==> src/rpnsc_pkg.sv <==
// Purpose: Shared constants and types for the operand stack block
// Assumes: Values are signed Q16.16 fixed point
// Notes: Dyadic, root, exponential and natural log results arrive from the datapath on result_i
package rpnsc_pkg;
  localparam int DW = 32;
  localparam int FRAC = 16;
  localparam logic [31:0] ONE_Q = 32'h0001_0000;
  localparam logic [31:0] HALF_Q = 32'h0000_8000;
  localparam logic [31:0] TEN_Q = 32'h0000_000A;
  localparam logic [15:0] FRAC_MASK = 16'hFFFF;
  localparam int CONST_DEPTH = 100;
  localparam logic [6:0] ADDR_MAX_STD = 7'h31;
  localparam logic [6:0] ADDR_MAX_EXT = 7'h63;
  localparam logic [31:0] STACK_RST = 32'h0000_0000;
  typedef enum logic [3:0] {
    RPNSC_NOP, RPNSC_DIGIT, RPNSC_ENTER, RPNSC_ROLL, RPNSC_EXCH,
    RPNSC_CLEAR_STACK, RPNSC_DYADIC, RPNSC_ROOT, RPNSC_EXPONENTIAL,
    RPNSC_NATURAL_LOG, RPNSC_MAGNITUDE, RPNSC_SIGN, RPNSC_STORE_CONSTANT,
    RPNSC_RECALL_CONSTANT, RPNSC_CHANGE_SIGN
  } rpnsc_cmd_t;
endpackage : rpnsc_pkg

==> src/rpnsc_stack.sv <==
// Purpose: Five-level operand stack (W,T,Z,Y,X) plus constant registers
// Assumes: One command per valid cycle; datapath result valid with it
// Notes: All outputs registered; warnings and errors are 1-cycle pulses
`timescale 1ns/1ps
module rpnsc_stack
  import rpnsc_pkg::*;
(
  input wire logic ref_clk_i,
  input wire logic rst_i,
  input wire logic cmd_valid_i,
  input wire rpnsc_cmd_t cmd_i,
  input wire logic [3:0] digit_i,
  input wire logic [31:0] result_i,
  input wire logic ext_range_i,
  output logic [31:0] x_o,
  output logic [31:0] y_o,
  output logic [31:0] z_o,
  output logic [31:0] t_o,
  output logic [31:0] w_o,
  output logic entry_o,
  output logic negative_root_warning_o,
  output logic bad_log_warning_o,
  output logic addr_error_o
);

  ////////////////////////////////////////////////////////////////////
  // Helpers

  // Round Q16.16 to nearest integer, saturating negative to an invalid code
  function automatic logic [7:0] rpnsc_round_addr(input logic [31:0] v);
    logic [31:0] r;
    r = v + HALF_Q;
    if (r[31] || (r[31:FRAC] > 16'h00FF)) begin
      rpnsc_round_addr = 8'hFF;
    end else begin
      rpnsc_round_addr = r[FRAC+7:FRAC];
    end
  endfunction : rpnsc_round_addr

  // Address limit depends on the extended-range strap
  function automatic logic rpnsc_addr_ok(input logic [7:0] a, input logic ext);
    rpnsc_addr_ok = ext ? (a <= {1'b0, ADDR_MAX_EXT}) : (a <= {1'b0, ADDR_MAX_STD});
  endfunction : rpnsc_addr_ok

  // Two's complement negate, shared by magnitude, sign and change sign
  function automatic logic [31:0] rpnsc_negate(input logic [31:0] v);
    rpnsc_negate = 32'h0000_0000 - v;
  endfunction : rpnsc_negate

  ////////////////////////////////////////////////////////////////////
  // State

  logic [31:0] x_r, y_r, z_r, t_r, w_r;
  logic entry_r;
  logic [31:0] const_mem [CONST_DEPTH];
  logic [7:0] addr_rnd;
  logic addr_int;
  logic store_ok, recall_ok;
  logic [31:0] x_mag;
  logic [31:0] digit_q;

  // Decoded address and its validity, shared by store and recall
  always_comb begin
    addr_rnd = rpnsc_round_addr(x_r);
    addr_int = (x_r[FRAC-1:0] == 16'h0000); // Store needs an exact integer
    store_ok = addr_int && rpnsc_addr_ok(addr_rnd, ext_range_i);
    recall_ok = rpnsc_addr_ok(addr_rnd, ext_range_i);
    x_mag = x_r[31] ? rpnsc_negate(x_r) : x_r;
    digit_q = {12'h000, digit_i, 16'h0000};
  end

  ////////////////////////////////////////////////////////////////////
  // Stack registers: one case per command except NOP, which takes the default, with root, exponential and natural log sharing one

  always_ff @(posedge ref_clk_i) begin
    if (rst_i) begin
      x_r <= STACK_RST;
      y_r <= STACK_RST;
      z_r <= STACK_RST;
      t_r <= STACK_RST;
      w_r <= STACK_RST;
    end else if (cmd_valid_i) begin
      case (cmd_i)
        RPNSC_DIGIT: begin
          if (!entry_r) begin
            // Push first so the old X (even a function result) lands in Y
            x_r <= digit_q;
            y_r <= x_r;
            z_r <= y_r;
            t_r <= z_r;
            w_r <= t_r;
          end else begin
            x_r <= 32'(x_r * TEN_Q) + digit_q; // Integer digits only
          end
        end
        RPNSC_ENTER: begin
          if (!entry_r) begin
            y_r <= x_r;
            z_r <= y_r;
            t_r <= z_r;
            w_r <= t_r;
          end
        end
        RPNSC_ROLL: begin
          // Values move, slots stay: five rolls is the identity
          w_r <= x_r;
          x_r <= y_r;
          y_r <= z_r;
          z_r <= t_r;
          t_r <= w_r;
        end
        RPNSC_EXCH: begin
          x_r <= y_r;
          y_r <= x_r;
        end
        RPNSC_CLEAR_STACK: begin
          x_r <= STACK_RST;
          y_r <= STACK_RST;
          z_r <= STACK_RST;
          t_r <= STACK_RST;
          w_r <= STACK_RST;
        end
        RPNSC_DYADIC: begin
          // Drop: W duplicates into T since nothing refills it
          x_r <= result_i;
          y_r <= z_r;
          z_r <= t_r;
          t_r <= w_r;
        end
        RPNSC_ROOT, RPNSC_EXPONENTIAL, RPNSC_NATURAL_LOG: begin
          x_r <= result_i;
        end
        RPNSC_MAGNITUDE: begin
          x_r <= x_mag;
        end
        RPNSC_SIGN: begin
          if (x_r == 32'h0000_0000) begin
            x_r <= 32'h0000_0000;
          end else if (x_r[31]) begin
            x_r <= rpnsc_negate(ONE_Q);
          end else begin
            x_r <= ONE_Q;
          end
        end
        RPNSC_CHANGE_SIGN: begin
          x_r <= rpnsc_negate(x_r);
        end
        RPNSC_STORE_CONSTANT: begin
          if (store_ok) begin
            x_r <= y_r;
            y_r <= z_r;
            z_r <= t_r;
            t_r <= w_r;
          end
        end
        RPNSC_RECALL_CONSTANT: begin
          // Pop address then push constant: only X changes in net
          if (recall_ok) begin
            x_r <= const_mem[addr_rnd[6:0]];
          end
        end
        default: begin
          x_r <= x_r;
        end
      endcase
    end
  end

  ////////////////////////////////////////////////////////////////////
  // Numeric entry state

  always_ff @(posedge ref_clk_i) begin
    if (rst_i) begin
      entry_r <= 1'b0;
    end else if (cmd_valid_i) begin
      case (cmd_i)
        RPNSC_DIGIT: entry_r <= 1'b1;
        RPNSC_CHANGE_SIGN: entry_r <= entry_r;
        RPNSC_NOP: entry_r <= entry_r;
        default: entry_r <= 1'b0;
      endcase
    end
  end

  ////////////////////////////////////////////////////////////////////
  // Constant registers: written only by a valid store

  // No reset on the array; storing zero is how a constant is cleared
  always_ff @(posedge ref_clk_i) begin
    if (cmd_valid_i && (cmd_i == RPNSC_STORE_CONSTANT) && store_ok) begin
      const_mem[addr_rnd[6:0]] <= y_r;
    end
  end

  ////////////////////////////////////////////////////////////////////
  // Warning and error pulses

  always_ff @(posedge ref_clk_i) begin
    if (rst_i) begin
      negative_root_warning_o <= 1'b0;
      bad_log_warning_o <= 1'b0;
      addr_error_o <= 1'b0;
    end else begin
      negative_root_warning_o <= cmd_valid_i && (cmd_i == RPNSC_ROOT) && x_r[31];
      bad_log_warning_o <= cmd_valid_i && (cmd_i == RPNSC_NATURAL_LOG)
                           && (x_r[31] || (x_r == 32'h0000_0000));
      addr_error_o <= cmd_valid_i
                      && (((cmd_i == RPNSC_STORE_CONSTANT) && !store_ok)
                      || ((cmd_i == RPNSC_RECALL_CONSTANT) && !recall_ok));
    end
  end

  // Outputs mirror the registers directly
  assign x_o = x_r;
  assign y_o = y_r;
  assign z_o = z_r;
  assign t_o = t_r;
  assign w_o = w_r;
  assign entry_o = entry_r;

  ////////////////////////////////////////////////////////////////////
  // Checks

  roll_rotate_a: assert property (@(posedge ref_clk_i) disable iff (rst_i)
    cmd_valid_i && cmd_i == RPNSC_ROLL |=> w_r == $past(x_r) && x_r == $past(y_r)
      && y_r == $past(z_r) && z_r == $past(t_r)
      && t_r == $past(w_r))
    else $error("Roll did not rotate");

  exch_swap_a: assert property (@(posedge ref_clk_i) disable iff (rst_i)
    cmd_valid_i && cmd_i == RPNSC_EXCH |=> x_r == $past(y_r) && y_r == $past(x_r)
      && $stable(z_r) && $stable(t_r) && $stable(w_r))
    else $error("Exchange wrong");

  clear_zero_a: assert property (@(posedge ref_clk_i) disable iff (rst_i)
    cmd_valid_i && cmd_i == RPNSC_CLEAR_STACK |=> (x_r | y_r | z_r | t_r | w_r) == 0)
    else $error("Stack not cleared");

  digit_push_a: assert property (@(posedge ref_clk_i) disable iff (rst_i)
    cmd_valid_i && cmd_i == RPNSC_DIGIT && !entry_r |=> y_r == $past(x_r) && entry_r)
    else $error("Digit did not push");

  enter_end_a: assert property (@(posedge ref_clk_i) disable iff (rst_i)
    cmd_valid_i && cmd_i == RPNSC_ENTER && entry_r |=> !entry_r && $stable(y_r))
    else $error("Enter in entry pushed");

  enter_dup_a: assert property (@(posedge ref_clk_i) disable iff (rst_i)
    cmd_valid_i && cmd_i == RPNSC_ENTER && !entry_r |=> y_r == x_r && $stable(x_r))
    else $error("Enter did not duplicate X");

  dyadic_drop_a: assert property (@(posedge ref_clk_i) disable iff (rst_i)
    cmd_valid_i && cmd_i == RPNSC_DYADIC |=> x_r == $past(result_i)
      && y_r == $past(z_r) && z_r == $past(t_r))
    else $error("Dyadic drop wrong");

  mono_only_x_a: assert property (@(posedge ref_clk_i) disable iff (rst_i)
    cmd_valid_i && cmd_i inside {RPNSC_ROOT, RPNSC_EXPONENTIAL, RPNSC_NATURAL_LOG,
      RPNSC_MAGNITUDE, RPNSC_SIGN} |=> $stable(y_r) && $stable(z_r) && $stable(t_r)
      && $stable(w_r))
    else $error("Single-operand touched stack");

  sign_value_a: assert property (@(posedge ref_clk_i) disable iff (rst_i)
    cmd_valid_i && cmd_i == RPNSC_SIGN && !x_r[31] && x_r != 0 |=> x_r == ONE_Q)
    else $error("Sign of positive not one");

  root_warn_a: assert property (@(posedge ref_clk_i) disable iff (rst_i)
    negative_root_warning_o |-> $past(cmd_valid_i) && $past(x_r[31])
      && $past(cmd_i) == RPNSC_ROOT)
    else $error("Spurious root warning");

  bad_addr_a: assert property (@(posedge ref_clk_i) disable iff (rst_i)
    cmd_valid_i && cmd_i == RPNSC_STORE_CONSTANT && !store_ok
      |=> addr_error_o && $stable(x_r) && $stable(y_r))
    else $error("Bad address changed stack");

  recall_get_a: assert property (@(posedge ref_clk_i) disable iff (rst_i)
    cmd_valid_i && cmd_i == RPNSC_RECALL_CONSTANT && recall_ok
      |=> x_r == const_mem[$past(addr_rnd[6:0])] && $stable(y_r))
    else $error("Recall wrong");

  func_new_entry_a: assert property (@(posedge ref_clk_i) disable iff (rst_i)
    cmd_valid_i && cmd_i inside {RPNSC_DYADIC, RPNSC_ROOT, RPNSC_EXPONENTIAL,
      RPNSC_NATURAL_LOG, RPNSC_MAGNITUDE, RPNSC_SIGN} |=> !entry_r)
    else $error("Function left entry open");

  push_shift_a: assert property (@(posedge ref_clk_i) disable iff (rst_i)
    cmd_valid_i && cmd_i == RPNSC_ENTER && !entry_r |=> z_r == $past(y_r)
      && t_r == $past(z_r) && w_r == $past(t_r))
    else $error("Push did not shift up");

  sign_minus_a: assert property (@(posedge ref_clk_i) disable iff (rst_i)
    cmd_valid_i && cmd_i == RPNSC_SIGN && x_r[31] |=> (x_r + ONE_Q) == 32'h0000_0000)
    else $error("Sign of negative not minus one");

  mag_value_a: assert property (@(posedge ref_clk_i) disable iff (rst_i)
    cmd_valid_i && cmd_i == RPNSC_MAGNITUDE |=> ($past(x_r[31])
      ? ((x_r + $past(x_r)) == 32'h0000_0000) : (x_r == $past(x_r))))
    else $error("Magnitude wrong");

  root_raise_a: assert property (@(posedge ref_clk_i) disable iff (rst_i)
    cmd_valid_i && cmd_i == RPNSC_ROOT && x_r[31] |=> negative_root_warning_o)
    else $error("Root warning missing");

  log_warn_a: assert property (@(posedge ref_clk_i) disable iff (rst_i)
    cmd_valid_i && cmd_i == RPNSC_NATURAL_LOG && (x_r[31] || x_r == 32'h0000_0000)
      |=> bad_log_warning_o)
    else $error("Log warning missing");

  exp_result_a: assert property (@(posedge ref_clk_i) disable iff (rst_i)
    cmd_valid_i && cmd_i == RPNSC_EXPONENTIAL |=> x_r == $past(result_i))
    else $error("Exponential result not in X");

  store_pop_a: assert property (@(posedge ref_clk_i) disable iff (rst_i)
    cmd_valid_i && cmd_i == RPNSC_STORE_CONSTANT && store_ok |=> x_r == $past(y_r)
      && y_r == $past(z_r) && const_mem[$past(addr_rnd[6:0])] == $past(y_r))
    else $error("Store did not copy and pop");

  recall_bad_a: assert property (@(posedge ref_clk_i) disable iff (rst_i)
    cmd_valid_i && cmd_i == RPNSC_RECALL_CONSTANT && !recall_ok
      |=> addr_error_o && $stable(x_r) && $stable(y_r))
    else $error("Bad recall changed stack");

  recall_keep_a: assert property (@(posedge ref_clk_i) disable iff (rst_i)
    cmd_valid_i && cmd_i == RPNSC_RECALL_CONSTANT && recall_ok
      |=> const_mem[$past(addr_rnd[6:0])] == $past(const_mem[addr_rnd[6:0]]))
    else $error("Recall altered constant");

endmodule : rpnsc_stack

==> config.mk <==
export PLATFORM = sky130hd
export DESIGN_NAME = rpnsc_stack
export DESIGN_NICKNAME = d
export VERILOG_FILES = /design/src/rpnsc_pkg.sv /design/src/rpnsc_stack.sv
export SDC_FILE = /design/constraint.sdc
export NUM_CORES = 2
export LEC_CHECK = 0
export ABC_AREA = 1
export BUFFER_PORTS_ARGS = -buffer_cell sky130_fd_sc_hd__buf_2
export CORE_MARGIN = 4
export CORE_UTILIZATION = 40
export DETAILED_ROUTE_END_ITERATION = 7
export HOLD_SLACK_MARGIN = 0.05
export SETUP_SLACK_MARGIN = 0.5
export SLEW_MARGIN = 20
export SYNTH_ARGS = -nofsm -noshare
export SYNTH_HDL_FRONTEND = slang
export SYNTH_SLANG_ARGS = --single-unit
==> constraint.sdc <==
create_clock -name ref_clk_i -period 13.8 [get_ports ref_clk_i]
set_clock_uncertainty 0.15 [all_clocks]
set_input_delay 1.38 -clock ref_clk_i [delete_from_list [all_inputs] [get_ports ref_clk_i]]
set_output_delay 1.38 -clock ref_clk_i [all_outputs]
set_load 0.02 [all_outputs]
# Yosys cells after proc, flatten, opt, wreduce, memory -nomap -nowiden
# Memories as Yosys holds them, arrays and structs flattened.
# Cells that the tools add are included.
# totals
ff_bits,164
ram_bits,3200
output_inout_bits,164
wordCells,93
mem_count,1
# mem_list
name,depth,word_bits,read_ports,rd_ports_with_merged_regs,wr,line,source
const_mem,100,32,1,0,1,rpnsc_stack.sv:55,logic [31:0] const_mem [CONST_DEPTH];
# op_classes
add_sub_neg,3
mul,1
magnitude_cmp,3
n_eq_ne,18
muxes,23
bitwise,1
reduce_logical,33
# ops
op,n
32-bit two-way mux,13
32-bit case mux with 9 select lines,1
32-bit case mux with 4 select lines,2
32-bit case mux with 5 select lines,1
32-bit case mux with 3 select lines,1
"32-bit by 16-bit adder with 32-bit output, second input constant",1
32-bit by 20-bit adder with 32-bit output,1
32-bit logical NOT,1
"32-bit by 3-bit multiplier with 31-bit output, second input constant",1
"1-bit by 32-bit subtractor with 32-bit output, first input constant",1
"4-bit == test, second input constant",7
"4-bit by 3-bit == test with 1-bit output, second input constant",4
"16-bit by 8-bit > comparator with 1-bit output, second input constant",1
16-bit logical NOT,1
4-bit AND reduction,3
1-bit logical AND,10
9-bit nonzero test,1
"4-bit by 2-bit == test with 1-bit output, second input constant",2
"8-bit by 6-bit <= comparator with 1-bit output, second input constant",1
"8-bit by 7-bit <= comparator with 1-bit output, second input constant",1
8-bit two-way mux,1
"2-bit != test, second input constant",4
2-bit OR reduction,4
5-bit AND reduction,1
other kinds (13),18

# Logic depth before layout (Yosys ltp)
# logic_depth
depth_word,11
depth_mapped,28

# Least setup slack after synthesis
# OpenSTA, ideal clock, no wires.
# synth_timing
path_kind,register -> register
from,reg x_r[0] (netlist: x_o[0])
to,mem const_mem[17][0] (enable)
setup_time_ns,0.421
arrival_ns,4.142
required_ns,13.229
setup_slack_ns,9.087
stages_incl_launch_ff,16
path_buffers,1
period_less_slack_ns,4.713
path_cell_list,dfxtp_1 > inv_1 > ha_1 > nand2_1 > nor2_1 > nand3_1 > nor2_1 > nand3_1 > nor3_2 > nand2_1 > nor3_1 > nand3_1 > nand3b_1 > or2_2 > clkbuf_1 > nor2_1
# synth_via
elab_chain_cells,10
elab_cells_between_ends,12
classes_between,add/sub (1); order compare (3); mux (4); reduce/logical (4)
# synth_lines
element,line,source
start: declaration,rpnsc_stack.sv:53,"logic [31:0] x_r, y_r, z_r, t_r, w_r;"
start signal: assignment,rpnsc_stack.sv:87,x_r <= digit_q;
start signal: assignment,rpnsc_stack.sv:93,x_r <= 32'(x_r * TEN_Q) + digit_q;
start signal: assignment,rpnsc_stack.sv:107,x_r <= y_r;
32-bit by 16-bit adder with 32-bit output,rpnsc_stack.sv:32,r = v + HALF_Q;
16-bit by 8-bit > comparator with 1-bit output,rpnsc_stack.sv:33,if (r[31] || (r[31:FRAC] > 16'h00FF)) begin
1-bit logical OR,rpnsc_stack.sv:33,
8-bit two-way mux,rpnsc_stack.sv:33,
8-bit by 6-bit <= comparator with 1-bit output / 8-bit by 7-bit <= comparator with 1-bit output (equally long branches),rpnsc_stack.sv:42,"rpnsc_addr_ok = ext ? (a <= {1'b0, ADDR_MAX_EXT}) : (a <= {1'b0, ADDR_MAX_STD});"
1-bit two-way mux,rpnsc_stack.sv:42,
1-bit logical AND,rpnsc_stack.sv:66,"store_ok = addr_int && rpnsc_addr_ok(addr_rnd, ext_range_i);"
1-bit logical AND,rpnsc_stack.sv:190,if (cmd_valid_i && (cmd_i == RPNSC_STORE_CONSTANT) && store_ok) begin
1-bit two-way mux,rpnsc_stack.sv:190,
1-bit two-way mux (not written as such),rpnsc_stack.sv:191,const_mem[addr_rnd[6:0]] <= y_r;
end: declaration,rpnsc_stack.sv:55,
# Several ways; a longest one is shown, not always the timed one.

# Worst setup path in the final report
# layout_timing
from,reg x_r[16] (netlist: x_o[16])
to,reg x_r[12] (netlist: x_o[12])
# layout_via
elab_chain_cells,9
elab_cells_between_ends,16
classes_between,add/sub (1); order compare (3); eq/ne (2); mux (5); reduce/logical (4); memory (1)
# layout_lines
element
"parallel branches: the longest is 9 deep, another holds 32-bit by 16-bit adder with 32-bit output"
# Several ways; the timed one is not identified. The select of a mux whose other input is x is not followed.
# A chain may end at the register's enable or synchronous reset.

==> metrics.md <==
| Metric | Value |
|---|---|
| Vias in the first global route | `94274` |
| Worst EP arrival | `8.47 ns` |
| DR WL/cell | `25.1 um` |
| Tot Pwr | `25.4 mW` |
| Unique masters post-synth | `between 50 and 60` |
| Core area | `about 360000 um2` |
| Largest net degree at the start of global routing | `~180` |
| Synthesized area per cell | `between 10 and 15 um2` |
| CP Class | `flop to flop` |
| WL final | `474000 um` |
| GR Overflow Total | `0` |
| Die Height | `about 600 um` |
| Primary FF master, synth | `edfxtp_1` |
| Routability cong. | `0.952` |
| Worst r2r dst | `x_o[12]` |
| Reg power frac | `0.450` |
| Startpoint types | `flop` |
| Met1 usage | `0.348` |
| Post-synth top cells | `nand2_1 (3506), edfxtp_1 (3200), nor2_1 (2880)` |
| FF-to-FF setup slack | `just over 6 ns` |
| Most frequent CP cell | `nand2_1` |
| Maximum VDD drop | `around 0.11 mV` |
| CP bufs+invs | `7` |
| Gr busiest metal | `met2` |
| Total CTS buffers | `358` |
| Data required, critical path | `14.52 ns` |
| Switching portion of total power | `0.303` |
| CTS Hold Bufs | `0` |
| First-pass GRT wire length | `675000 um` |
| CTS Sinks | `3364` |
| Worst min path class | `flop to flop` |
| Leading area contributor after synthesis | `edfxtp_1` |
| Max incr delay on CP | `0.93 ns` |
| Slew @ Worst Pin | `1.17 ns` |
| Worst path slowest cell | `nor2_1` |
| # Max-Cap Violations | `0` |
| Final nets | `between 10000 and 15000` |
| Clock latency on the worst-skew pair | `0.95 ns` |
| Pwr Density | `approximately 160 nW/um2` |
| R2r startpoint | `x_o[16]` |
| Post-layout min period | `7.74 ns` |
| CP Max Fanout | `96` |
| Setup TNS | `0 ns` |
| Vias/cell | `5.43` |
| Pins Over Slew Limit | `0` |
| Hold Fails Final Rpt | `0` |
| Unrepaired setup endpoints after global routing | `no` |
| Total GRT Usage | `0.250` |
| Leakage | `63.0 nW` |
| Cells after Synth | `roughly 14000` |
| Share of the synthesized area in the top cell type | `0.671` |
| Rel. slew slack | `0.223` |
| Achievable Freq | `129 MHz` |
| CP delay by family, top | `buffers and inverters` |
| Buffers inserted by post-CTS timing repair | `0` |
| Crit end category | `flop` |
| Post-DRT Antenna Nets | `0` |
| Status | `complete, no violations` |
| Detail Placement HPWL | `271000 um` |
| Seq cells post-synth | `between 3000 and 4000` |
| Seq/Total Area, Yosys | `0.694` |
| Share of total power in the clock network | `0.369` |
| Post-synth EDFFs | `3200` |
| Met2 usage | `0.383` |
| DRC violations left | `0` |
| WHS Endpoint | `w_o[7]` |
| Post-route cell area | `161000 um2` |
| Initial core utilization | `0.402` |
| Synth-to-layout area growth | `12.7%` |
| Post-Syn Area | `143000 um2` |
| First drt pass iteration count | `7` |
| I/O pins | `208` |
| Post-Syn Nets | `approximately 14000` |
| Antenna violations before repair | `32` |
| Hold path start | `w_o[7]` |
| Cells on Worst Hold Path | `2` |
| Period utilization | `0.561` |
| Cell chain of the critical path | `inv_1 -> ha_1 -> inv_4 -> nand4_4 -> inv_8 -> buf_4 -> buf_4 -> buf_4 -> nor2_1 -> o21ai_0 -> nand2_1 -> nand2_1 -> nand2_1 -> nand2_1 -> nand2_1 -> nor2_1 -> nor2_1 -> nor2_1 -> nand2_1 -> nand3_1 -> nand2_1 -> inv_1` |
| Async S/R FF share, synth | `0` |
| Clk pin slew, worst setup/hold paths | `0.06 ns` |
| Placed Area | `150000 um2` |
| Top cells by area, synth | `edfxtp_1 (67%), nand2_1 (9.2%), nor2_1 (7.5%), o21ai_1 (3.3%), o21ai_0 (2.4%)` |
| Total number of vias | `102332` |
| Max H-tree Level | `5` |
| Yosys warnings | `0` |
| GR Util met3 | `0.0537` |
| Comb pwr share | `0.181` |
| CTS root buffer | `clkbuf_16` |
| Internal power | `17.7 mW` |
| Top-count cell post-synth | `nand2_1` |
| IO Port Bufs | `207` |
| CTS tree | `done` |
| DRT iter0 DRCs | `13937` |
| Bufs on Longest Clock Path | `4` |
| Psw | `7.71 mW` |
| Die area | `368000 um2` |
| Chip width | `607 um` |
| Post-CTS resize count | `0` |
| Worst Reg-to-Reg Cells | `22` |
| Cell row count | `219` |
| Proportion of layout cells with a drive suffix above 1 | `0.0819` |
| Final setup vio count | `0` |
-- worst reg2reg max path: cells and delay by family, from the launching register on --
kind	cells	cell delay [ns]
AND/OR/NAND/NOR	13	2.51
flip-flops	1	0.50
buffers and inverters	7	3.69
AO/OA/AOI/OAI	1	0.19
adder cells (fa/ha/maj)	1	0.64
-- cells by family (layout without fill, tap and decap cells) --
kind of cell               Yosys count  count (layout)  synth area share
AOI/OAI and AO/OA                 2114            2114            0.0773
xor gates and xnor gates            37              37           0.00226
adders and majority gates           65              65           0.00578
buffers and inverters             1490            1847            0.0428
DFF                               3364            3364             0.694
other                                0              12                 0
and+or+nand+nor                   6660            6660             0.178
-- routing by layer --
| metal | wire length (um) | part of all wire | up-vias |
|---|---|---|---|
| li1 | - | - | 46427 |
| met3 | 49800 | 0.11 | 831 |
| met4 | 20300 | 0.043 | 8 |
| met5 | 56 | 0.00012 | - |
| met2 | 212000 | 0.45 | 5150 |
| met1 | 192000 | 0.40 | 49916 |
-- state kept, by name, summed over array words and instances (netlist names) --
signal and cells:
negative_root_warning_o 1, w_o 32, z_o 32, y_o 32, bad_log_warning_o 1, const_mem 3200
t_o 32, entry_o 1, x_o 32, addr_error_o 1
-- cell usage in the layout (no fill, tap or decap), types with 10 or more instances in the layout --
cell       count
a22oi_1       17
nand4_1      105
nor3_1        25
or2_2         10
edfxtp_1    3200
clkbuf_16    369
buf_2        207
a221oi_1      12
dfxtp_1      132
a21oi_1      223
nor2_4       104
nor4_1        11
diode_2       12
inv_1        700
o211ai_1      12
clkinv_2      62
nand3_1      106
clkbuf_1      65
clkinv_1      97
bufinv_16     23
buf_12        20
nor2_1      2773
dfxtp_4       32
o21ai_1      954
o21ai_0      680
ha_1          63
o22ai_1      154
a32oi_1       18
xor2_1        28
nand2_1     3504
buf_4        255
-- worst max path at each step --
| stage | cells after the start | to | startpoint |
|---|---|---|---|
| final | 22 | x_o[12] | x_o[16] |
| after global routing | 22 | x_o[22] | x_o[16] |
| after CTS | 22 | x_o[11] | x_o[16] |
| after detailed placement | 22 | x_o[11] | x_o[16] |
| after global placement | 22 | x_o[13] | x_o[16] |
| after floorplan | 15 | const_mem[17][0] | x_o[0] |
-- power groups by stage --
stage	logic [mW]	clock network (mW)	registers (mW)
finish	4.60	9.39	11.5
global route	5.02	9.92	11.5
CTS	4.55	9.49	11.5
detailed placement	4.53	0	11.7
global placement	4.52	0	11.7
floorplan	2.73	0	11.7
-- cell type report --
class                      instances  area [um2]
multi-input combinational       8876       38600
clock inverter                   212        1790
antenna                           12        30.0
fill                           32888      195000
tap                             4751        5940
clock buffer                     437        9510
timing repair buffer             483        3380
sequential                      3364       99500
inverter                         715        2710
-- through the flow --
step | std cells | hold WS (ns) | utilization | setup WS [ns]
finish | 18850 | 0.325 | 0.453 | 6.06
global route | 18847 | 0.349 | 0.453 | 5.75
CTS | 18838 | 0.321 | 0.453 | 6.21
detailed placement | 18189 | 0.312 | 0.422 | 6.21
global placement | 18188 | 0.311 | 0.421 | 6.28
floorplan | 13730 | 0.392 | - | 9.09
Power figures use the tool's default switching activity.
